===== config.mk =====
export PLATFORM = sky130hd
export DESIGN_NAME = bridge_dead_time_and_boot_charge
export DESIGN_NICKNAME = d
export VERILOG_FILES = /design/src/verilog/bridge_pkg.sv /design/src/verilog/phase_ctl_if.sv /design/src/verilog/boot_charge.sv /design/src/verilog/phase_gate.sv /design/src/verilog/bridge_dead_time_and_boot_charge.sv
export VERILOG_INCLUDE_DIRS = /design/src /design/src/verilog
export SDC_FILE = /design/constraint.sdc
export NUM_CORES = 1
export LEC_CHECK = 0
export CORE_ASPECT_RATIO = 0.6
export CORE_MARGIN = 2
export CORE_UTILIZATION = 45
export DETAILED_ROUTE_END_ITERATION = 6
export DONT_BUFFER_PORTS = 1
export PLACE_DENSITY_LB_ADDON = 0.1
export SLEW_MARGIN = 40
export SYNTH_ARGS = -nofsm -noshare
export SYNTH_HDL_FRONTEND = slang
export SYNTH_HIERARCHICAL = 1
export SYNTH_SLANG_ARGS = --single-unit

===== constraint.sdc =====
create_clock -name aclk -period 6.2 [get_ports aclk]
set_input_delay 0.93 -clock aclk [delete_from_list [all_inputs] [get_ports aclk]]
set_output_delay 0.93 -clock aclk [all_outputs]
set_load 0.02 [all_outputs]

===== src/verilog/bridge_params.svh =====
// constants for the bridge dead time and bootstrap charge block
// Function
// RULE1 - after one FET turns off, delay its complement's turn-on by the dead interval
// RULE2 - one dead-interval setting serves all three phases alike
// RULE3 - setting tied to ground inserts no internal dead interval
// RULE4 - setting tied to logic supply gives the largest interval, 6 us
// RULE5 - delay only on-commands arriving within the interval after the complement's off
// RULE6 - with one side always off, the other turns on without dead interval
// RULE7 - ignore a FET's drain-source monitor while off and while blanking after on
// RULE8 - blanking equals dead interval plus a 300 to 600 ns monitor allowance
// RULE9 - with zero dead interval, blanking defaults to 2 us
// RULE10 - both FETs of a phase on only with zero interval and cross enable high
// RULE11 - the controller holds cross enable low to forbid overlap at zero interval
// RULE12 - watch each phase's bootstrap voltage against its undervoltage threshold continuously
// RULE13 - below threshold, force low side on until above threshold plus hysteresis
// RULE14 - each forced charge lasts at least 7 us
// RULE15 - no recovery within about 200 us of charging flags bootstrap undervoltage
// RULE16 - bootstrap undervoltage latches a per-phase flag in the fault register
// RULE17 - drain-source fault outside blanking latches a flag naming phase and side
// RULE18 - all durations are clock counts; comparator inputs are synchronised before use
// RULE19 - a forced charge turns the high side off first and honours the interval
`ifndef BRIDGE_PARAMS_SVH
`define BRIDGE_PARAMS_SVH

`define CLK_MHZ 250
`define DEAD_MAX_NS 6000
`define BLANK_COMP_NS 300
`define BLANK_ZERO_NS 2000
`define MIN_CHARGE_NS 7000
`define BOOT_TIMEOUT_US 200
`define DEAD_MAX_CYC ((`DEAD_MAX_NS * `CLK_MHZ + 999) / 1000)
`define BLANK_COMP_CYC ((`BLANK_COMP_NS * `CLK_MHZ + 999) / 1000)
`define BLANK_ZERO_CYC ((`BLANK_ZERO_NS * `CLK_MHZ + 999) / 1000)
`define MIN_CHARGE_CYC ((`MIN_CHARGE_NS * `CLK_MHZ + 999) / 1000)
`define BOOT_TIMEOUT_CYC (`BOOT_TIMEOUT_US * `CLK_MHZ)

`define REG_CTRL 8'h00
`define REG_DEAD_CYC 8'h04
`define REG_FAULT 8'h08
`define REG_FAULT_MASK 8'h0C
`define REG_STATE 8'h10

`define CTRL_RESET 32'h0000_0001
`define DEAD_CYC_RESET 32'h0000_0064
`define FAULT_MASK_RESET 32'h0000_0000
`define FAULT_VDS_HIGH_POS 0
`define FAULT_VDS_LOW_POS 3
`define FAULT_BOOT_UV_POS 7
`define FAULT_USED_MASK 32'h0000_03BF

`define AXI_OKAY 2'h0
`define AXI_SLVERR 2'h2

`endif


===== src/verilog/bridge_pkg.sv =====
// types shared by the bridge dead time and bootstrap charge block
package bridge_pkg;
  typedef logic [15:0] cyc_t;
  typedef enum logic [1:0] {
    DEAD_ZERO = 2'h0,
    DEAD_MAX = 2'h1,
    DEAD_PROG = 2'h2
  } dead_mode_t;
  typedef enum {BOOT_IDLE, BOOT_CHARGE} boot_state_t;
endpackage


===== src/verilog/phase_ctl_if.sv =====
// per-phase control carried between the top, bootstrap and gate logic
interface phase_ctl_if;
  import bridge_pkg::*;
  cyc_t dead_cyc;
  cyc_t blank_cyc;
  logic cross_ok;
  logic force_low;
  logic charging;
  modport ctl (output dead_cyc, output blank_cyc, output cross_ok, input charging);
  modport boot (output force_low, output charging);
  modport gate (input dead_cyc, input blank_cyc, input cross_ok, input force_low);
endinterface


===== src/verilog/boot_charge.sv =====
// automatic bootstrap charge manager for one phase
`include "bridge_params.svh"
module boot_charge
  import bridge_pkg::*;
#(
  parameter int TIMEOUT_CYC = `BOOT_TIMEOUT_CYC
) (
  input wire logic aclk,
  input wire logic aresetn,
  input wire logic boot_below,
  input wire logic boot_above_hys,
  phase_ctl_if.boot ctl,
  output logic uv_event
);
  boot_state_t state_ff;
  logic [17:0] cnt_ff;
  logic min_done;
  logic timed_out;

  assign min_done = cnt_ff >= 18'(`MIN_CHARGE_CYC);
  assign timed_out = cnt_ff == 18'(TIMEOUT_CYC);

  ////////////////////////////////////////////////////////////////
  always_ff @(posedge aclk) begin
    if (!aresetn) begin
      state_ff <= BOOT_IDLE;
    end else begin
      case (state_ff)
        BOOT_IDLE: if (boot_below) state_ff <= BOOT_CHARGE; // RULE12 RULE13
        BOOT_CHARGE: if (min_done && boot_above_hys) state_ff <= BOOT_IDLE; // RULE13 RULE14
        default: state_ff <= BOOT_IDLE;
      endcase
    end
  end

  // counter saturates past timeout so the fault fires once per charge
  always_ff @(posedge aclk) begin
    if (!aresetn || state_ff != BOOT_CHARGE) begin
      cnt_ff <= 18'h0;
    end else if (cnt_ff <= 18'(TIMEOUT_CYC)) begin
      cnt_ff <= cnt_ff + 18'h1;
    end
  end

  always_ff @(posedge aclk) begin
    if (!aresetn) uv_event <= 1'b0;
    else uv_event <= state_ff == BOOT_CHARGE && timed_out && !boot_above_hys; // RULE15
  end

  assign ctl.force_low = state_ff == BOOT_CHARGE; // RULE13
  assign ctl.charging = state_ff == BOOT_CHARGE;
endmodule


===== src/verilog/phase_gate.sv =====
// dead time insertion and drain-source blanking for one half bridge
`include "bridge_params.svh"
module phase_gate
  import bridge_pkg::*;
(
  input wire logic aclk,
  input wire logic aresetn,
  input wire logic cmd_high,
  input wire logic cmd_low,
  input wire logic vds_high_over,
  input wire logic vds_low_over,
  phase_ctl_if.gate ctl,
  output logic gate_high_ff,
  output logic gate_low_ff,
  output logic vds_high_event,
  output logic vds_low_event
);
  cyc_t off_high_ff;
  cyc_t off_low_ff;
  cyc_t on_high_ff;
  cyc_t on_low_ff;
  logic want_high;
  logic want_low;
  logic nxt_gate_high;
  logic nxt_gate_low;

  // forced charge pulls the high side off first; low then waits the interval
  assign want_high = cmd_high && !ctl.force_low; // RULE19
  assign want_low = cmd_low || ctl.force_low; // RULE13

  // off counters start saturated so a side that was never on costs no delay
  always_comb begin
    nxt_gate_low = want_low && (ctl.cross_ok ||
      (!gate_high_ff && off_high_ff >= ctl.dead_cyc)); // RULE1 RULE5 RULE6 RULE10
    nxt_gate_high = want_high && (ctl.cross_ok ||
      (!gate_low_ff && off_low_ff >= ctl.dead_cyc && !nxt_gate_low)); // RULE1 RULE5 RULE10
  end

  always_ff @(posedge aclk) begin
    if (!aresetn) begin
      gate_high_ff <= 1'b0;
      gate_low_ff <= 1'b0;
    end else begin
      gate_high_ff <= nxt_gate_high;
      gate_low_ff <= nxt_gate_low;
    end
  end

  ////////////////////////////////////////////////////////////////
  always_ff @(posedge aclk) begin
    if (!aresetn) begin
      off_high_ff <= 16'hFFFF;
      off_low_ff <= 16'hFFFF;
    end else begin
      if (gate_high_ff) off_high_ff <= 16'h0;
      else if (off_high_ff != 16'hFFFF) off_high_ff <= off_high_ff + 16'h1; // RULE18
      if (gate_low_ff) off_low_ff <= 16'h0;
      else if (off_low_ff != 16'hFFFF) off_low_ff <= off_low_ff + 16'h1; // RULE18
    end
  end

  always_ff @(posedge aclk) begin
    if (!aresetn) begin
      on_high_ff <= 16'h0;
      on_low_ff <= 16'h0;
    end else begin
      if (!gate_high_ff) on_high_ff <= 16'h0;
      else if (on_high_ff != 16'hFFFF) on_high_ff <= on_high_ff + 16'h1;
      if (!gate_low_ff) on_low_ff <= 16'h0;
      else if (on_low_ff != 16'hFFFF) on_low_ff <= on_low_ff + 16'h1;
    end
  end

  ////////////////////////////////////////////////////////////////
  always_ff @(posedge aclk) begin
    if (!aresetn) begin
      vds_high_event <= 1'b0;
      vds_low_event <= 1'b0;
    end else begin
      vds_high_event <= gate_high_ff && on_high_ff >= ctl.blank_cyc && vds_high_over; // RULE7
      vds_low_event <= gate_low_ff && on_low_ff >= ctl.blank_cyc && vds_low_over; // RULE7
    end
  end
endmodule


===== src/verilog/bridge_dead_time_and_boot_charge.sv =====
// three-phase gate conditioning with dead time, blanking and bootstrap charge
//
// Design decisions made here: the placing of the registers and the AXI4-Lite slave port.
`include "bridge_params.svh"
module bridge_dead_time_and_boot_charge
  import bridge_pkg::*;
#(
  parameter int BOOT_TIMEOUT_CYC = `BOOT_TIMEOUT_CYC
) (
  input wire logic aclk,
  input wire logic aresetn,
  // axi4-lite slave
  input wire logic [7:0] s_axi_awaddr,
  input wire logic s_axi_awvalid,
  output logic s_axi_awready,
  input wire logic [31:0] s_axi_wdata,
  input wire logic [3:0] s_axi_wstrb,
  input wire logic s_axi_wvalid,
  output logic s_axi_wready,
  output logic [1:0] s_axi_bresp,
  output logic s_axi_bvalid,
  input wire logic s_axi_bready,
  input wire logic [7:0] s_axi_araddr,
  input wire logic s_axi_arvalid,
  output logic s_axi_arready,
  output logic [31:0] s_axi_rdata,
  output logic [1:0] s_axi_rresp,
  output logic s_axi_rvalid,
  input wire logic s_axi_rready,
  // controller commands, same clock
  input wire logic [2:0] cmd_high,
  input wire logic [2:0] cmd_low,
  // pins and comparators, asynchronous
  input wire logic cross_conduction_enable,
  input wire logic [2:0] boot_below,
  input wire logic [2:0] boot_above_hys,
  input wire logic [2:0] vds_high_over,
  input wire logic [2:0] vds_low_over,
  output logic [2:0] gate_high,
  output logic [2:0] gate_low,
  output logic irq
);
  localparam int NSYNC = 13;

  logic [NSYNC-1:0] async_in;
  logic [NSYNC-1:0] sync1_ff;
  logic [NSYNC-1:0] sync2_ff;
  logic cc_sync;
  logic [2:0] below_sync;
  logic [2:0] above_sync;
  logic [2:0] vh_sync;
  logic [2:0] vl_sync;

  logic [31:0] ctrl_ff;
  logic [31:0] dead_prog_ff;
  logic [31:0] fault_ff;
  logic [31:0] mask_ff;
  logic [31:0] state_word;
  logic [31:0] fault_set;
  logic [31:0] fault_clr;

  dead_mode_t dead_mode;
  cyc_t dead_cyc;
  cyc_t blank_cyc;
  logic zero_dead;

  logic [2:0] vds_high_ev;
  logic [2:0] vds_low_ev;
  logic [2:0] uv_ev;
  logic [2:0] charging;

  logic wr_fire;
  logic rd_fire;
  logic [31:0] wmask;

  ////////////////////////////////////////////////////////////////
  // decode helpers
  function automatic logic reg_hit(input logic [7:0] addr);
    reg_hit = addr == `REG_CTRL || addr == `REG_DEAD_CYC || addr == `REG_FAULT ||
      addr == `REG_FAULT_MASK || addr == `REG_STATE;
  endfunction

  function automatic logic [31:0] merge(input logic [31:0] old, input logic [31:0] m,
      input logic [31:0] d);
    merge = (old & ~m) | (d & m);
  endfunction

  ////////////////////////////////////////////////////////////////
  // two-flop synchronisers; only sync2 is read
  assign async_in = {cross_conduction_enable, vds_low_over, vds_high_over,
    boot_above_hys, boot_below};

  genvar gi;
  generate
    for (gi = 0; gi < NSYNC; gi++) begin : g_sync
      always_ff @(posedge aclk) begin
        if (!aresetn) begin
          sync1_ff[gi] <= 1'b0;
          sync2_ff[gi] <= 1'b0;
        end else begin
          sync1_ff[gi] <= async_in[gi];
          sync2_ff[gi] <= sync1_ff[gi]; // RULE18
        end
      end
    end
  endgenerate

  assign below_sync = sync2_ff[2:0];
  assign above_sync = sync2_ff[5:3];
  assign vh_sync = sync2_ff[8:6];
  assign vl_sync = sync2_ff[11:9];
  assign cc_sync = sync2_ff[12];

  ////////////////////////////////////////////////////////////////
  // dead interval and blanking selection, shared by every phase
  assign dead_mode = dead_mode_t'(ctrl_ff[1:0]);

  always_comb begin
    case (dead_mode)
      DEAD_ZERO: dead_cyc = 16'h0; // RULE3
      DEAD_MAX: dead_cyc = 16'(`DEAD_MAX_CYC); // RULE4
      DEAD_PROG: dead_cyc = dead_prog_ff[15:0];
      default: dead_cyc = 16'h0;
    endcase
  end

  assign zero_dead = dead_cyc == 16'h0;

  // saturating sum so a huge programmed interval never wraps the blank time
  always_comb begin
    logic [16:0] sum;
    sum = 17'h0;
    if (zero_dead) begin
      blank_cyc = 16'(`BLANK_ZERO_CYC); // RULE9
    end else begin
      sum = {1'b0, dead_cyc} + 17'(`BLANK_COMP_CYC); // RULE8
      blank_cyc = sum[16] ? 16'hFFFF : sum[15:0];
    end
  end

  ////////////////////////////////////////////////////////////////
  // phases
  generate
    for (gi = 0; gi < 3; gi++) begin : g_phase
      phase_ctl_if pc ();

      assign pc.dead_cyc = dead_cyc; // RULE2
      assign pc.blank_cyc = blank_cyc;
      assign pc.cross_ok = zero_dead && cc_sync; // RULE10 RULE11
      assign charging[gi] = pc.charging;

      boot_charge #(
        .TIMEOUT_CYC(BOOT_TIMEOUT_CYC)
      ) u_boot (
        .aclk(aclk),
        .aresetn(aresetn),
        .boot_below(below_sync[gi]),
        .boot_above_hys(above_sync[gi]),
        .ctl(pc.boot),
        .uv_event(uv_ev[gi])
      );

      phase_gate u_gate (
        .aclk(aclk),
        .aresetn(aresetn),
        .cmd_high(cmd_high[gi]),
        .cmd_low(cmd_low[gi]),
        .vds_high_over(vh_sync[gi]),
        .vds_low_over(vl_sync[gi]),
        .ctl(pc.gate),
        .gate_high_ff(gate_high[gi]),
        .gate_low_ff(gate_low[gi]),
        .vds_high_event(vds_high_ev[gi]),
        .vds_low_event(vds_low_ev[gi])
      );
    end
  endgenerate

  ////////////////////////////////////////////////////////////////
  // write channel: address and data taken together, response after both
  assign s_axi_awready = s_axi_awvalid && s_axi_wvalid && !s_axi_bvalid;
  assign s_axi_wready = s_axi_awready;
  assign wr_fire = s_axi_awready;
  assign wmask = {{8{s_axi_wstrb[3]}}, {8{s_axi_wstrb[2]}},
    {8{s_axi_wstrb[1]}}, {8{s_axi_wstrb[0]}}};

  always_ff @(posedge aclk) begin
    if (!aresetn) begin
      s_axi_bvalid <= 1'b0;
      s_axi_bresp <= `AXI_OKAY;
    end else if (wr_fire) begin
      s_axi_bvalid <= 1'b1;
      s_axi_bresp <= reg_hit(s_axi_awaddr) ? `AXI_OKAY : `AXI_SLVERR;
    end else if (s_axi_bready) begin
      s_axi_bvalid <= 1'b0;
    end
  end

  always_ff @(posedge aclk) begin
    if (!aresetn) begin
      ctrl_ff <= `CTRL_RESET;
      dead_prog_ff <= `DEAD_CYC_RESET;
      mask_ff <= `FAULT_MASK_RESET;
    end else if (wr_fire) begin
      if (s_axi_awaddr == `REG_CTRL) ctrl_ff <= merge(ctrl_ff, wmask, s_axi_wdata) & 32'h3;
      if (s_axi_awaddr == `REG_DEAD_CYC) begin
        dead_prog_ff <= merge(dead_prog_ff, wmask, s_axi_wdata) & 32'hFFFF;
      end
      if (s_axi_awaddr == `REG_FAULT_MASK) begin
        mask_ff <= merge(mask_ff, wmask, s_axi_wdata) & `FAULT_USED_MASK;
      end
    end
  end

  ////////////////////////////////////////////////////////////////
  // fault register: sticky, write one to clear, a new event beats the clear
  always_comb begin
    fault_set = 32'h0;
    fault_set[`FAULT_VDS_HIGH_POS +: 3] = vds_high_ev; // RULE17
    fault_set[`FAULT_VDS_LOW_POS +: 3] = vds_low_ev; // RULE17
    fault_set[`FAULT_BOOT_UV_POS +: 3] = uv_ev; // RULE16
  end

  assign fault_clr = (wr_fire && s_axi_awaddr == `REG_FAULT) ? (s_axi_wdata & wmask) : 32'h0;

  always_ff @(posedge aclk) begin
    if (!aresetn) fault_ff <= 32'h0;
    else fault_ff <= ((fault_ff & ~fault_clr) | fault_set) & `FAULT_USED_MASK; // RULE16 RULE17
  end

  always_ff @(posedge aclk) begin
    if (!aresetn) irq <= 1'b0;
    else irq <= |(fault_ff & mask_ff);
  end

  ////////////////////////////////////////////////////////////////
  // read channel: one cycle to data
  assign state_word = {22'h0, cc_sync, charging, gate_low, gate_high};
  assign s_axi_arready = !s_axi_rvalid;
  assign rd_fire = s_axi_arvalid && s_axi_arready;

  always_ff @(posedge aclk) begin
    if (!aresetn) begin
      s_axi_rvalid <= 1'b0;
      s_axi_rdata <= 32'h0;
      s_axi_rresp <= `AXI_OKAY;
    end else if (rd_fire) begin
      s_axi_rvalid <= 1'b1;
      s_axi_rresp <= reg_hit(s_axi_araddr) ? `AXI_OKAY : `AXI_SLVERR;
      case (s_axi_araddr)
        `REG_CTRL: s_axi_rdata <= ctrl_ff;
        `REG_DEAD_CYC: s_axi_rdata <= dead_prog_ff;
        `REG_FAULT: s_axi_rdata <= fault_ff;
        `REG_FAULT_MASK: s_axi_rdata <= mask_ff;
        `REG_STATE: s_axi_rdata <= state_word;
        default: s_axi_rdata <= 32'h0;
      endcase
    end else if (s_axi_rready) begin
      s_axi_rvalid <= 1'b0;
    end
  end
endmodule


Word-level counts from Yosys, hierarchy flattened:

Cells that the tools add are included.

* flip-flop bits (word level): 458
* input bits: 78
* output and inout bits: 48
* logic and storage cells: 296

* $add $sub $neg: 16
* magnitude comparators: 18
* eq/ne operators: 40
* mux-type cells: 32
* bitwise gates (word level): 12
* reductions and logical operators: 109

Operator list (number)
* $mux W16: 14
* $add A16 B1 Y16 const B: 12
* $ge A16 B16 Y1: 12
* $mux W32: 6
* $ne A16 B16 Y1 const B: 12
* $pmux W32 S2: 3
* $eq A32 B1 Y1 const B: 3
* $eq A32 B2 Y1 const B: 3
* $logic_not A32 Y1: 3
* $ne A32 B2 Y1 const B: 3
* $pmux W16 S5: 1
* $add A18 B1 Y18 const B: 3
* $eq A18 B16 Y1 const B: 3
* $ge A18 B11 Y1 const B: 3
* $le A18 B16 Y1 const B: 3
* $logic_and A1 B1 Y1: 44
* $and A16 B16 Y16: 2
* $eq A8 B4 Y1 const B: 4
* $pmux W16 S2: 1
* $reduce_or A32 Y1: 1
* $and A10 B10 Y10: 3
* $reduce_and A2 Y1: 12
* $logic_or A1 B1 Y1: 20
* $or A10 B10 Y10: 2
* other kinds (19): 54

Depth between registers and ports, before layout:

Gate-level depths: netlist of run 1.

* word-level depth: 10
* gate-level depth with buffers: 18
* mapped depth without buffers: 16

Modules after synthesis:

Netlist of run 1, hierarchy kept.

By module, submodules not included
* phase_gate at g_phase[0].u_gate ...: times used 2, cells each 520, area each 4388.0 µm², sequential area each 1361.3 µm²
* phase_gate at g_phase[2].u_gate: times used 1, cells each 526, area each 4410.5 µm², sequential area each 1361.3 µm²
* bridge_dead_time_and_boot_charge: times used 1, cells each 450, area each 3945.0 µm², sequential area each 1661.6 µm²
* boot_charge: times used 3, cells each 136, area each 1138.6 µm², sequential area each 400.4 µm²

Worst setup path before layout of run 1:

OpenSTA, ideal clock, no wires.

* path kind: register -> register
* start point: reg (tool-made name)
* end point: reg g_phase[0].u_gate.vds_low_event
* setup time: 86 ps
* arrival time: 4417 ps
* data required time: 6114 ps
* slack: 1697 ps
* cell stages (with the launch flop): 19
* buffers on the path: 2
* period minus slack after synthesis: 4503 ps
* cell sequence: dfxtp_1 > inv_1 > ha_1 > clkbuf_1 > clkbuf_1 > nand2_1 > ha_1 > or3b_2 > a211oi_1 > o211ai_2 > a21oi_1 > ha_1 > nand2b_1 > a21oi_1 > nor2b_1 > o21ai_0 > a2111o_1 > a31o_2 > a211oi_1

RTL lines
* end signal: assignment: RTL line phase_gate.sv:81 `vds_low_event <= gate_low_ff && on_low_ff >= ctl.blank_cyc && vds_low_over;`
* end: declaration: RTL line phase_gate.sv:16 `output logic vds_low_event`

==> results of run 1 <==
[layout by cell type (no fill, tap or decap), types with 33 or more instances in the layout]
master / n
mux2i_1: 81
ha_1: 213
a21oi_1: 96
nor2_1: 227
o21ai_0: 161
and3_1: 49
clkbuf_16: 37
and2_1: 50
nand2b_1: 40
nand4_1: 65
inv_1: 143
a211oi_1: 54
dfxtp_1: 345
nand3_1: 118
nor3_1: 33
xor2_1: 97
xnor2_1: 54
nand2_1: 194
[report_power, final]
part / internal [uW] / total (uW) / switching [uW]
registers: 2490 / 2870 / 380
logic: 717 / 1590 / 870
clock network: 1400 / 2330 / 939
[cell families (layout without fill, tap and decap cells)]
group	count (synthesis)	after routing	synth area share
flip-flops	347	347	0.3381
adder cells (fa/ha/maj)	213	213	0.1297
XOR/XNOR	151	151	0.06436
multiplexers	83	83	0.04056
AND/OR/NAND/NOR	890	890	0.2240
buffers and inverters	238	221	0.04896
other	1	18	0.0001825
AO/OA/AOI/OAI	501	501	0.1542
[registers in the layout (all words and copies together), names as in the netlist, 6 cells and up, named ones only]
name,flops
g_phase.u_boot/cnt_ff,54
g_phase.u_gate/off_high_ff,48
g_phase.u_gate/off_low_ff,48
g_phase.u_gate/on_high_ff,48
g_phase.u_gate/on_low_ff,48
s_axi_rdata,16
sync1_ff,13
fault_ff,9
sync2_ff,6
[worst max path at each step]
stage,slack [ns],startpoint,endpoint,depth (start not counted)
5_1_grt,1.19,flip-flop,g_phase[0].u_gate/vds_low_event$_SDFF_PN0_,17
2_1_floorplan,1.70,flip-flop,g_phase[0].u_gate/vds_low_event$_SDFF_PN0_,18
6_report,1.53,flip-flop,g_phase[0].u_gate/vds_low_event$_SDFF_PN0_,18
4_1_cts,1.59,flip-flop,g_phase[0].u_gate/vds_low_event$_SDFF_PN0_,18
3_5_place_dp,1.63,flip-flop,g_phase[0].u_gate/vds_low_event$_SDFF_PN0_,17
3_3_place_gp,1.64,flip-flop,g_phase[2].u_gate/vds_low_event$_SDFF_PN0_,18
[routing by layer]
layer | up-vias | wire, um | track usage
met5 | - | 13 | 0
met4 | 2 | 965 | 0.05324
met3 | 60 | 2990 | 0.03510
met2 | 401 | 22480 | 0.3361
met1 | 8125 | 28620 | 0.3570
li1 | 8611 | - | -
[per-stage QoR]
step / power [uW] / std cells
after floorplan: 4107 / 2441
after global placement: 4413 / 2947
after detailed placement: 4476 / 2948
after CTS: 6840 / 3013
after global routing: 7253 / 3013
final: 6788 / 3013
[layout make-up]
cell class              instances  area, um^2  area share
inverters                     143       536.8     0.02411
flip-flops and latches        347        6949      0.3121
clock buffers                  50        1045     0.04692
repair buffers                 13       95.09    0.004270
clock inverters                15       217.7    0.009777
well taps                     589       737.0     0.03310
multi-input cells            1856       12690      0.5698
==> run_summary.xml, run 1 <==
<?xml version="1.0" encoding="UTF-8"?>
<metrics>
  <group name="outcome">
    <metric name="outcome" unit="">finished, final reports clean</metric>
  </group>
  <group name="clock_tree">
    <metric name="tritoncts_num_sinks" unit="">347</metric>
    <metric name="cts.clk_slew.worst_paths" unit="ns">0.07</metric>
    <metric name="htree_levels" unit="">2</metric>
    <metric name="cts.root.buffer_cell" unit="">clkbuf_16</metric>
    <metric name="tritoncts.num_buffers" unit="">37</metric>
    <metric name="cts_repair_resize_count" unit="">0</metric>
    <metric name="cts_post_setup_buffers_inserted" unit="">0</metric>
    <metric name="max-clock-path-buffers" unit="">3</metric>
    <metric name="cts_tree" unit="">built</metric>
    <metric name="hold_buf_cts" unit="">0</metric>
    <metric name="insertion_delay" unit="ns">0.53</metric>
  </group>
  <group name="critical_path">
    <metric name="rrSetupSlack" unit="ns">1.53</metric>
    <metric name="crit_required" unit="ns">6.63</metric>
    <metric name="timing.critical_path.fanout_max" unit="">24</metric>
    <metric name="setup.worst_path.start_class" unit="">flip-flop</metric>
    <metric name="critical_path_class" unit="">flip-flop to flip-flop</metric>
    <metric name="cp.arrival" unit="ns">5.09</metric>
    <metric name="crit_path_frequent_cell" unit="">ha_1</metric>
    <metric name="worst_r2r_endpoint" unit="">g_phase[0].u_gate/vds_low_event$_SDFF_PN0_</metric>
    <metric name="crit_path_max_incr_delay" unit="ns">0.57</metric>
    <metric name="worstSetupEndpointType" unit="">flip-flop</metric>
    <metric name="critical_path_buf_inv_count" unit="">4</metric>
    <metric name="r2r.worst_path.cells" unit="">18</metric>
    <metric name="cpMaxStageDelayCell" unit="">a21oi_1</metric>
    <metric name="timing.critical_path.cells" unit="">inv_1, ha_1, buf_4, nand2_1, ha_1, or3b_2, a211oi_1, buf_4, o211ai_2, a21oi_1, inv_1, ha_1, a21oi_1, nor2b_1, o21ai_0, a2111o_1, a31o_2, a211oi_1</metric>
    <metric name="timing.critical_path.max_delay_family" unit="">compound AO/OA/AOI/OAI gates</metric>
  </group>
  <group name="layout">
    <metric name="fin_area" unit="um^2">22270</metric>
    <metric name="finish.net_count" unit="">2689</metric>
    <metric name="area_delta_synth_final" unit="%">8.373</metric>
    <metric name="fillers" unit="">4297</metric>
    <metric name="drive_above_1_share" unit="">0.04950</metric>
    <metric name="antenna-diode-count" unit="">0</metric>
    <metric name="post-route-util" unit="">0.4952</metric>
  </group>
  <group name="die">
    <metric name="floorplan.core_area" unit="um^2">44970</metric>
    <metric name="floorplan.initialDensity" unit="">0.4569</metric>
    <metric name="die_height" unit="um">169.5</metric>
    <metric name="fp-row-count" unit="">60</metric>
    <metric name="die_w" unit="um">279.9</metric>
    <metric name="num_io_pins" unit="">126</metric>
    <metric name="fp.dieArea" unit="um^2">47440</metric>
  </group>
  <group name="timing">
    <metric name="slew_at_the_pin_with_the_worst_max_slew_slack" unit="ns">0.8761</metric>
    <metric name="final.hold.worst_slack" unit="ns">0.4299</metric>
    <metric name="final-setup-viol-count" unit="">0</metric>
    <metric name="fin_tns_setup" unit="ns">0</metric>
    <metric name="final.min_clock_period" unit="ns">4.665</metric>
    <metric name="worst_slack" unit="ns">1.535</metric>
    <metric name="clock.fmax" unit="MHz">214.3</metric>
    <metric name="clock_skew" unit="ns">0.01136</metric>
    <metric name="report.final.hold_viol_count" unit="">0</metric>
    <metric name="slew-limit-headroom" unit="">0.4098</metric>
    <metric name="grt_setup_unrepaired" unit="">false</metric>
    <metric name="post-route-period-util" unit="">0.7525</metric>
    <metric name="final-max-slew-violation-count" unit="">0</metric>
  </group>
  <group name="worst_hold_path">
    <metric name="hold_path.class" unit="">flip-flop to flip-flop</metric>
    <metric name="hold_path.startpoint" unit="">sync1_ff[0]$_SDFF_PN0_</metric>
    <metric name="worst_hold_path.num_cells" unit="">1</metric>
    <metric name="min_to" unit="">below_sync[0]$_SDFF_PN0_</metric>
  </group>
  <group name="place">
    <metric name="buffer_ports.inserted" unit="">0</metric>
    <metric name="detailedPlacementHpwl" unit="um">41280</metric>
    <metric name="pre_cts_ws" unit="ns">1.633</metric>
    <metric name="gp_congestion" unit="">0.8686</metric>
    <metric name="post_dp_cell_area" unit="um^2">20990</metric>
  </group>
  <group name="global_route">
    <metric name="antenna_found_initial" unit="">1</metric>
    <metric name="global_route.usage.total" unit="">0.2321</metric>
    <metric name="pin_count_of_the_biggest_net_entering_global_routing" unit="">166</metric>
    <metric name="first_pass_grt_wire_length" unit="um">88610</metric>
    <metric name="first_global_vias" unit="">15961</metric>
    <metric name="gr-total-overflow" unit="">0</metric>
  </group>
  <group name="routing">
    <metric name="mean_routed_wirelength_per_cell" unit="um">18.27</metric>
    <metric name="wl" unit="um">55060</metric>
    <metric name="antenna_violating_nets_post_route" unit="">0</metric>
    <metric name="dr.pass1.iters" unit="">5</metric>
    <metric name="drt-vias-per-instance" unit="">5.708</metric>
    <metric name="drcViolationCount" unit="">0</metric>
    <metric name="route.vias.total" unit="">17199</metric>
    <metric name="detail_route.iter0.violations" unit="">1584</metric>
  </group>
  <group name="power">
    <metric name="pwr_density_cell" unit="nW/um^2">304.8</metric>
    <metric name="vdd_ir_drop_max" unit="mV">0.1700</metric>
    <metric name="static-leakage-power" unit="uW">0.008786</metric>
  </group>
  <group name="synth">
    <metric name="synth-edff-count" unit="">0</metric>
    <metric name="synth_most_common_cell" unit="">dfxtp_1</metric>
    <metric name="yosysSeqAreaShare" unit="">0.3381</metric>
    <metric name="synth-seq-cells" unit="">347</metric>
    <metric name="avgSynthCellArea" unit="um^2">8.477</metric>
    <metric name="synthTopCellsByArea" unit="">dfxtp_1 34%, ha_1 13%, nor2_1 4.1%</metric>
    <metric name="synth.top_cells.by_count" unit="">347 x dfxtp_1, 227 x nor2_1, 213 x ha_1</metric>
    <metric name="synth_top_area_frac" unit="">0.3381</metric>
    <metric name="yosysTopAreaCell" unit="">dfxtp_1</metric>
    <metric name="yosysWarningCount" unit="">6</metric>
    <metric name="syn_inst" unit="">2424</metric>
    <metric name="netlist_area" unit="um^2">20550</metric>
    <metric name="synth_flop_cell" unit="">dfxtp_1</metric>
    <metric name="synth_cell_type_count" unit="">68</metric>
    <metric name="ys_async_sr_fraction" unit="">0</metric>
  </group>
  <group name="flow_run">
    <metric name="maxCapViolCount" unit="">0</metric>
  </group>
</metrics>
Note: power is estimated with default switching activity, not from simulation.
==> run 2: changes to the inputs <==
- ABC_AREA: default -> 1
- clock period: 6.2 -> 4.8 ns (I/O delays scaled with it)
==> run_summary.xml, run 2 <==
<?xml version="1.0" encoding="UTF-8"?>
<metrics>
  <group name="timing">
    <metric name="final.hold.worst_slack" unit="ns">0.2720</metric>
    <metric name="post-route-period-util" unit="">0.8527</metric>
    <metric name="worst_slack" unit="ns">0.7072</metric>
    <metric name="final-setup-viol-count" unit="">0</metric>
    <metric name="clock.fmax" unit="MHz">244.3</metric>
    <metric name="fin_tns_setup" unit="ns">0</metric>
    <metric name="final-max-slew-violation-count" unit="">0</metric>
    <metric name="slew-limit-headroom" unit="">0.4375</metric>
    <metric name="clock_skew" unit="ns">0.02024</metric>
    <metric name="slew_at_the_pin_with_the_worst_max_slew_slack" unit="ns">0.8429</metric>
    <metric name="grt_setup_unrepaired" unit="">false</metric>
    <metric name="final.min_clock_period" unit="ns">4.093</metric>
    <metric name="report.final.hold_viol_count" unit="">0</metric>
  </group>
  <group name="synth">
    <metric name="yosysWarningCount" unit="">6</metric>
    <metric name="synth-seq-cells" unit="">347</metric>
    <metric name="synth_top_area_frac" unit="">0.2979</metric>
    <metric name="synth_adder_area_share" unit="">0.1143</metric>
    <metric name="synth_cell_type_count" unit="">53</metric>
    <metric name="netlist_area" unit="um^2">23320</metric>
    <metric name="syn_inst" unit="">3336</metric>
    <metric name="yosysTopAreaCell" unit="">dfxtp_1</metric>
    <metric name="synthTopCellsByArea" unit="">dfxtp_1 30%, ha_1 11%, nand2_1 11%</metric>
    <metric name="yosysSeqAreaShare" unit="">0.2979</metric>
    <metric name="synth-edff-count" unit="">0</metric>
    <metric name="synth_compound_area_frac" unit="">0.1246</metric>
    <metric name="yosys.area_share.simple" unit="">0.3233</metric>
    <metric name="synth_flop_cell" unit="">dfxtp_1</metric>
    <metric name="synth.area.mux_share" unit="">0</metric>
    <metric name="ys_async_sr_fraction" unit="">0</metric>
    <metric name="synth.top_cells.by_count" unit="">662 x nand2_1, 497 x inv_1, 347 x dfxtp_1</metric>
    <metric name="largest_family_of_logic_cells_by_synthesized_area" unit="">simple AND/OR/NAND/NOR gates</metric>
    <metric name="synth_most_common_cell" unit="">nand2_1</metric>
    <metric name="synth_xor_area_frac" unit="">0.03192</metric>
    <metric name="avgSynthCellArea" unit="um^2">6.990</metric>
  </group>
  <group name="global_route">
    <metric name="global_route.usage.total" unit="">0.2443</metric>
    <metric name="first_pass_grt_wire_length" unit="um">106900</metric>
    <metric name="pin_count_of_the_biggest_net_entering_global_routing" unit="">150</metric>
    <metric name="gr-total-overflow" unit="">0</metric>
    <metric name="antenna_found_initial" unit="">0</metric>
    <metric name="first_global_vias" unit="">19705</metric>
  </group>
  <group name="flow_run">
    <metric name="maxCapViolCount" unit="">0</metric>
  </group>
  <group name="layout">
    <metric name="commonest_non_fill_non_tap_cell_in_the_layout" unit="">nand2_1</metric>
    <metric name="drive_above_1_share" unit="">0.09208</metric>
    <metric name="largest_register_ff_count" unit="">54</metric>
    <metric name="largest_register_by_flop_count" unit="">g_phase.u_boot/cnt_ff</metric>
    <metric name="top_library_cells_by_usage_in_the_layout_fill_and_taps_aside" unit="">659 x nand2_1, 497 x inv_1, 346 x dfxtp_1, 307 x nand3_1, 260 x nor2_1</metric>
    <metric name="antenna-diode-count" unit="">0</metric>
    <metric name="fillers" unit="">5177</metric>
    <metric name="multi_input_comb_area" unit="um^2">13940</metric>
    <metric name="footprint_of_the_flip_flops_and_latches" unit="um^2">6948</metric>
    <metric name="area_delta_synth_final" unit="%">7.662</metric>
    <metric name="post-route-util" unit="">0.4914</metric>
    <metric name="finish.net_count" unit="">3608</metric>
  </group>
  <group name="routing">
    <metric name="top_signal_layer_used" unit="">met4</metric>
    <metric name="antenna_violating_nets_post_route" unit="">0</metric>
    <metric name="drcViolationCount" unit="">0</metric>
    <metric name="dr_wl_met2" unit="um">27500</metric>
    <metric name="drt-vias-per-instance" unit="">5.349</metric>
    <metric name="dr.pass1.iters" unit="">6</metric>
    <metric name="detail_route.iter0.violations" unit="">1751</metric>
    <metric name="route.vias.total" unit="">21598</metric>
    <metric name="mean_routed_wirelength_per_cell" unit="um">16.65</metric>
    <metric name="wl_met1" unit="um">34300</metric>
    <metric name="wl" unit="um">67220</metric>
    <metric name="met3_wirelength" unit="um">4317</metric>
  </group>
  <group name="clock_tree">
    <metric name="cts.root.buffer_cell" unit="">clkbuf_16</metric>
    <metric name="max-clock-path-buffers" unit="">3</metric>
    <metric name="cts_repair_resize_count" unit="">0</metric>
    <metric name="cts_post_setup_buffers_inserted" unit="">0</metric>
    <metric name="insertion_delay" unit="ns">0.55</metric>
    <metric name="htree_levels" unit="">2</metric>
    <metric name="tritoncts_num_sinks" unit="">347</metric>
    <metric name="cts_tree" unit="">built</metric>
    <metric name="cts.clk_slew.worst_paths" unit="ns">0.06</metric>
    <metric name="tritoncts.num_buffers" unit="">38</metric>
    <metric name="hold_buf_cts" unit="">0</metric>
  </group>
  <group name="die">
    <metric name="num_io_pins" unit="">126</metric>
    <metric name="floorplan.initialDensity" unit="">0.4565</metric>
    <metric name="floorplan.core_area" unit="um^2">51090</metric>
    <metric name="die_w" unit="um">297.9</metric>
    <metric name="fp.dieArea" unit="um^2">53720</metric>
    <metric name="die_height" unit="um">180.3</metric>
    <metric name="fp-row-count" unit="">64</metric>
  </group>
  <group name="place">
    <metric name="gp_congestion" unit="">0.9345</metric>
    <metric name="buffer_ports.inserted" unit="">0</metric>
    <metric name="detailedPlacementHpwl" unit="um">51500</metric>
    <metric name="pre_cts_ws" unit="ns">0.8709</metric>
  </group>
  <group name="critical_path">
    <metric name="setup.worst_path.start_class" unit="">flip-flop</metric>
    <metric name="timing.critical_path.fanout_max" unit="">16</metric>
    <metric name="critical_path_class" unit="">flip-flop to flip-flop</metric>
    <metric name="crit_required" unit="ns">5.29</metric>
    <metric name="worstSetupEndpointType" unit="">flip-flop</metric>
    <metric name="cp.arrival" unit="ns">4.59</metric>
  </group>
  <group name="power">
    <metric name="vdd_ir_drop_max" unit="mV">0.2646</metric>
    <metric name="static-leakage-power" unit="uW">0.01180</metric>
    <metric name="pwr_density_cell" unit="nW/um^2">373.1</metric>
    <metric name="total_power" unit="uW">9368</metric>
  </group>
  <group name="outcome">
    <metric name="outcome" unit="">finished, final reports clean</metric>
  </group>
  <group name="worst_hold_path">
    <metric name="hold_path.class" unit="">primary input to flip-flop</metric>
  </group>
</metrics>
## run 2: changes by cell type after synthesis, sizes merged, moves of 44 or more
cell | before | now
and2 | 53 | 0
nand2 | 194 | 734
a211oi | 54 | 5
and3 | 49 | 3
nand3 | 118 | 327
nor3 | 36 | 80
mux2i | 81 | 0
nor2 | 227 | 292
inv | 143 | 517
a21oi | 96 | 249
## run 2: per-stage QoR
step / instances / instance area, um^2
floorplan: 3353 / 23380
global placement: 3970 / 23770
detailed placement: 3970 / 23780
CTS: 4038 / 25100
global route: 4038 / 25110
finish: 4038 / 25110
## run 2: worst paths after layout
kind              depth (start not counted)              startpoint                                     endpoint  slack [ns]
setup / recovery                         17               flip-flop  g_phase[0].u_gate/vds_high_event$_SDFF_PN0_        0.71
hold / removal                            2        vds_high_over[0]                       sync1_ff[6]$_SDFF_PN0_        0.27
setup reg to reg                         17               flip-flop  g_phase[0].u_gate/vds_high_event$_SDFF_PN0_        0.71
hold reg to reg                           2  sync1_ff[2]$_SDFF_PN0_                     below_sync[2]$_SDFF_PN0_        0.41
## run 2: area by class of cell
| type | instances | share of cell area |
|---|---|---|
| Sequential cell | 347 | 0.2767 |
| Tap cell | 693 | 0.03454 |
| Clock inverter | 13 | 0.008073 |
| Timing Repair Buffer | 9 | 0.002691 |
| Multi-Input combinational cell | 2397 | 0.5551 |
| Clock buffer | 55 | 0.04445 |
| Inverter | 524 | 0.07844 |
## run 2: kinds of logic after synthesis
group / count (synthesis)
AO/OA/AOI/OAI: 512
adder cells (fa/ha/maj): 213
XOR/XNOR: 85
buffers and inverters: 609
AND/OR/NAND/NOR: 1569
flip-flops: 347
other: 1
## run 2: critical path, cell delays in order, from the launching register on
cell     delay, ns
dfxtp_1       0.44
ha_1          0.63
nand2_1       0.28
inv_1         0.39
nand2_1       0.13
nor3_1        0.22
nand4_1       0.12
nand3_1       0.35
inv_1         0.15
ha_1          0.33
nand2_1       0.07
inv_1         0.06
nand3_1       0.10
nor3_1        0.38
nand3_1       0.14
nand3_1       0.11
nand3_1       0.07
inv_1         0.06
## run 2: where the power goes
group | switching (uW) | internal [uW]
clock | 1280 | 1890
sequential | 475 | 3200
combinational | 1570 | 953
total | 3330 | 6040
## run 2: layer usage
layer	up-vias	global-route usage
met5	-	0
met4	0	0.04603
met1	9990	0.3726
met3	82	0.04027
li1	10928	-
met2	598	0.3595
==> run 3: changes to the inputs <==
- ABC_AREA: 1 -> 0
- MAX_ROUTING_LAYER: default -> met4
==> run_summary.xml, run 3 (same netlist as run 1, synthesis figures left out) <==
<?xml version="1.0" encoding="UTF-8"?>
<metrics>
  <group name="power">
    <metric name="comb_power_share" unit="">0.239</metric>
    <metric name="p_int" unit="uW">5819</metric>
    <metric name="p_clk_frac" unit="">0.337</metric>
    <metric name="total_switching_power" unit="uW">2867</metric>
    <metric name="sw_frac_of_total" unit="">0.3300</metric>
    <metric name="vdd_ir_drop_max" unit="mV">0.2690</metric>
    <metric name="pwr_density_cell" unit="nW/um^2">390.3</metric>
    <metric name="static-leakage-power" unit="uW">0.008768</metric>
    <metric name="total_power" unit="uW">8685</metric>
    <metric name="pwr-share-seq" unit="">0.425</metric>
  </group>
  <group name="layout">
    <metric name="area_delta_synth_final" unit="%">8.306</metric>
    <metric name="footprint_of_the_flip_flops_and_latches" unit="um^2">6948</metric>
    <metric name="drive_above_1_share" unit="">0.05019</metric>
    <metric name="largest_register_ff_count" unit="">54</metric>
    <metric name="fillers" unit="">4273</metric>
    <metric name="stdcell_count" unit="">3021</metric>
    <metric name="finish.net_count" unit="">2694</metric>
    <metric name="top_library_cells_by_usage_in_the_layout_fill_and_taps_aside" unit="">346 x dfxtp_1, 227 x nor2_1, 213 x ha_1, 194 x nand2_1, 161 x o21ai_0</metric>
    <metric name="multi_input_comb_area" unit="um^2">12690</metric>
    <metric name="commonest_non_fill_non_tap_cell_in_the_layout" unit="">dfxtp_1</metric>
    <metric name="fin_area" unit="um^2">22250</metric>
    <metric name="largest_register_by_flop_count" unit="">g_phase.u_boot/cnt_ff</metric>
  </group>
  <group name="routing">
    <metric name="drcViolationCount" unit="">0</metric>
    <metric name="route.vias.total" unit="">17253</metric>
    <metric name="dr.pass1.iters" unit="">5</metric>
    <metric name="antenna_violating_nets_post_route" unit="">0</metric>
    <metric name="mean_routed_wirelength_per_cell" unit="um">18.35</metric>
    <metric name="detail_route.iter0.violations" unit="">1298</metric>
    <metric name="wl" unit="um">55450</metric>
    <metric name="drt-vias-per-instance" unit="">5.711</metric>
  </group>
  <group name="critical_path">
    <metric name="critical_path_class" unit="">flip-flop to flip-flop</metric>
    <metric name="timing.critical_path.fanout_max" unit="">10</metric>
    <metric name="crit_required" unit="ns">5.24</metric>
    <metric name="r2r.worst_path.cells" unit="">16</metric>
    <metric name="rrSetupSlack" unit="ns">0.43</metric>
    <metric name="worst_r2r_endpoint" unit="">g_phase[2].u_gate/vds_low_event$_SDFF_PN0_</metric>
    <metric name="cp.arrival" unit="ns">4.80</metric>
    <metric name="worstSetupEndpointType" unit="">flip-flop</metric>
    <metric name="setup.worst_path.start_class" unit="">flip-flop</metric>
  </group>
  <group name="clock_tree">
    <metric name="hold_buf_cts" unit="">0</metric>
    <metric name="cts_post_setup_buffers_inserted" unit="">0</metric>
    <metric name="insertion_delay" unit="ns">0.54</metric>
    <metric name="cts.clk_slew.worst_paths" unit="ns">0.06</metric>
    <metric name="cts.root.buffer_cell" unit="">clkbuf_16</metric>
    <metric name="htree_levels" unit="">2</metric>
    <metric name="tritoncts.num_buffers" unit="">39</metric>
    <metric name="tritoncts_num_sinks" unit="">347</metric>
    <metric name="cts_tree" unit="">built</metric>
    <metric name="max-clock-path-buffers" unit="">3</metric>
    <metric name="cts_repair_resize_count" unit="">0</metric>
  </group>
  <group name="place">
    <metric name="detailedPlacementHpwl" unit="um">41410</metric>
    <metric name="placed_cells" unit="">2951</metric>
    <metric name="buffer_ports.inserted" unit="">0</metric>
    <metric name="post_dp_cell_area" unit="um^2">21020</metric>
    <metric name="gp_congestion" unit="">0.9025</metric>
    <metric name="pre_cts_ws" unit="ns">0.5254</metric>
  </group>
  <group name="global_route">
    <metric name="gr-total-overflow" unit="">0</metric>
    <metric name="pin_count_of_the_biggest_net_entering_global_routing" unit="">166</metric>
    <metric name="first_pass_grt_wire_length" unit="um">88650</metric>
    <metric name="global_route.usage.total" unit="">0.2383</metric>
    <metric name="antenna_found_initial" unit="">2</metric>
    <metric name="first_global_vias" unit="">15977</metric>
  </group>
  <group name="timing">
    <metric name="final-max-slew-violation-count" unit="">0</metric>
    <metric name="slew-limit-headroom" unit="">0.3646</metric>
    <metric name="grt_setup_unrepaired" unit="">false</metric>
    <metric name="final-setup-viol-count" unit="">0</metric>
    <metric name="slew_at_the_pin_with_the_worst_max_slew_slack" unit="ns">0.9432</metric>
    <metric name="clock_skew" unit="ns">0.009012</metric>
    <metric name="fin_tns_setup" unit="ns">0</metric>
    <metric name="final.min_clock_period" unit="ns">4.367</metric>
    <metric name="clock.fmax" unit="MHz">229.0</metric>
    <metric name="report.final.hold_viol_count" unit="">0</metric>
    <metric name="post-route-period-util" unit="">0.9098</metric>
    <metric name="worst_slack" unit="ns">0.4329</metric>
  </group>
  <group name="die">
    <metric name="num_io_pins" unit="">126</metric>
    <metric name="fp.dieArea" unit="um^2">47440</metric>
    <metric name="floorplan.initialDensity" unit="">0.4569</metric>
    <metric name="die_height" unit="um">169.5</metric>
    <metric name="floorplan.core_area" unit="um^2">44970</metric>
    <metric name="fp-row-count" unit="">60</metric>
    <metric name="die_w" unit="um">279.9</metric>
  </group>
  <group name="worst_hold_path">
    <metric name="hold_path.startpoint" unit="">s_axi_rready</metric>
    <metric name="min_to" unit="">s_axi_rvalid$_SDFFE_PN0P_</metric>
    <metric name="hold_path.class" unit="">primary input to flip-flop</metric>
    <metric name="worst_hold_path.num_cells" unit="">1</metric>
  </group>
  <group name="flow_run">
    <metric name="maxCapViolCount" unit="">0</metric>
  </group>
  <group name="outcome">
    <metric name="outcome" unit="">finished, final reports clean</metric>
  </group>
</metrics>
[run 3: layer usage]
layer,vias to the layer above,part of all wire,track usage
li1,8621,-,-
met1,8129,0.52,0.3541
met2,426,0.41,0.3355
met3,77,0.049,0.03153
met4,0,0.025,0.06324
met5,-,0,-
[run 3: power by group through the flow]
stage / Combinational (uW) / Clock (uW) / Sequential [uW]
2_1_floorplan: 1710 / 0 / 3590
3_3_place_gp: 1980 / 0 / 3730
3_5_place_dp: 2040 / 0 / 3740
4_1_cts: 2060 / 3010 / 3680
5_1_grt: 2370 / 3140 / 3740
6_report: 2070 / 2920 / 3690
[run 3: per-stage QoR]
step	utilization	hold WS (ns)
after floorplan	-	0.3974
after global placement	0.4670	0.4160
after detailed placement	0.4674	0.4191
after CTS	0.4946	0.2428
after global routing	0.4949	0.2480
final	0.4949	0.2710
[run 3: area by class of cell]
class / instances / area share
diodes: 1 / 0.0001124
clock buffers: 53 / 0.04802
clock inverters: 16 / 0.006916
inverters: 143 / 0.02412
multi-input cells: 1856 / 0.5701
repair buffers: 16 / 0.005398
well taps: 589 / 0.03312
flip-flops and latches: 347 / 0.3122
[run 3: critical path: stages (launching register included)]
cell and delay (ns):
dfxtp_1 0.32, inv_1 0.08, ha_1 0.19, nand2_1 0.09
ha_1 0.20, or3b_2 0.46, a211oi_1 0.44, o211ai_2 0.25
a21oi_1 0.58, inv_1 0.15, ha_1 0.31, a21oi_1 0.06
nor2b_1 0.10, o21ai_0 0.10, a2111o_1 0.44, a31o_2 0.25
a211oi_1 0.23
[run 3: how the worst max path moves through the flow]
stage	to	slack (ns)	cells past startpoint
after floorplan	g_phase[0].u_gate/vds_low_event$_SDFF_PN0_	0.30	18
after global placement	g_phase[2].u_gate/vds_low_event$_SDFF_PN0_	0.59	16
after detailed placement	g_phase[2].u_gate/vds_low_event$_SDFF_PN0_	0.53	16
after CTS	g_phase[2].u_gate/vds_low_event$_SDFF_PN0_	0.48	16
after global routing	g_phase[1].u_gate/vds_low_event$_SDFF_PN0_	0.16	15
final	g_phase[2].u_gate/vds_low_event$_SDFF_PN0_	0.43	16
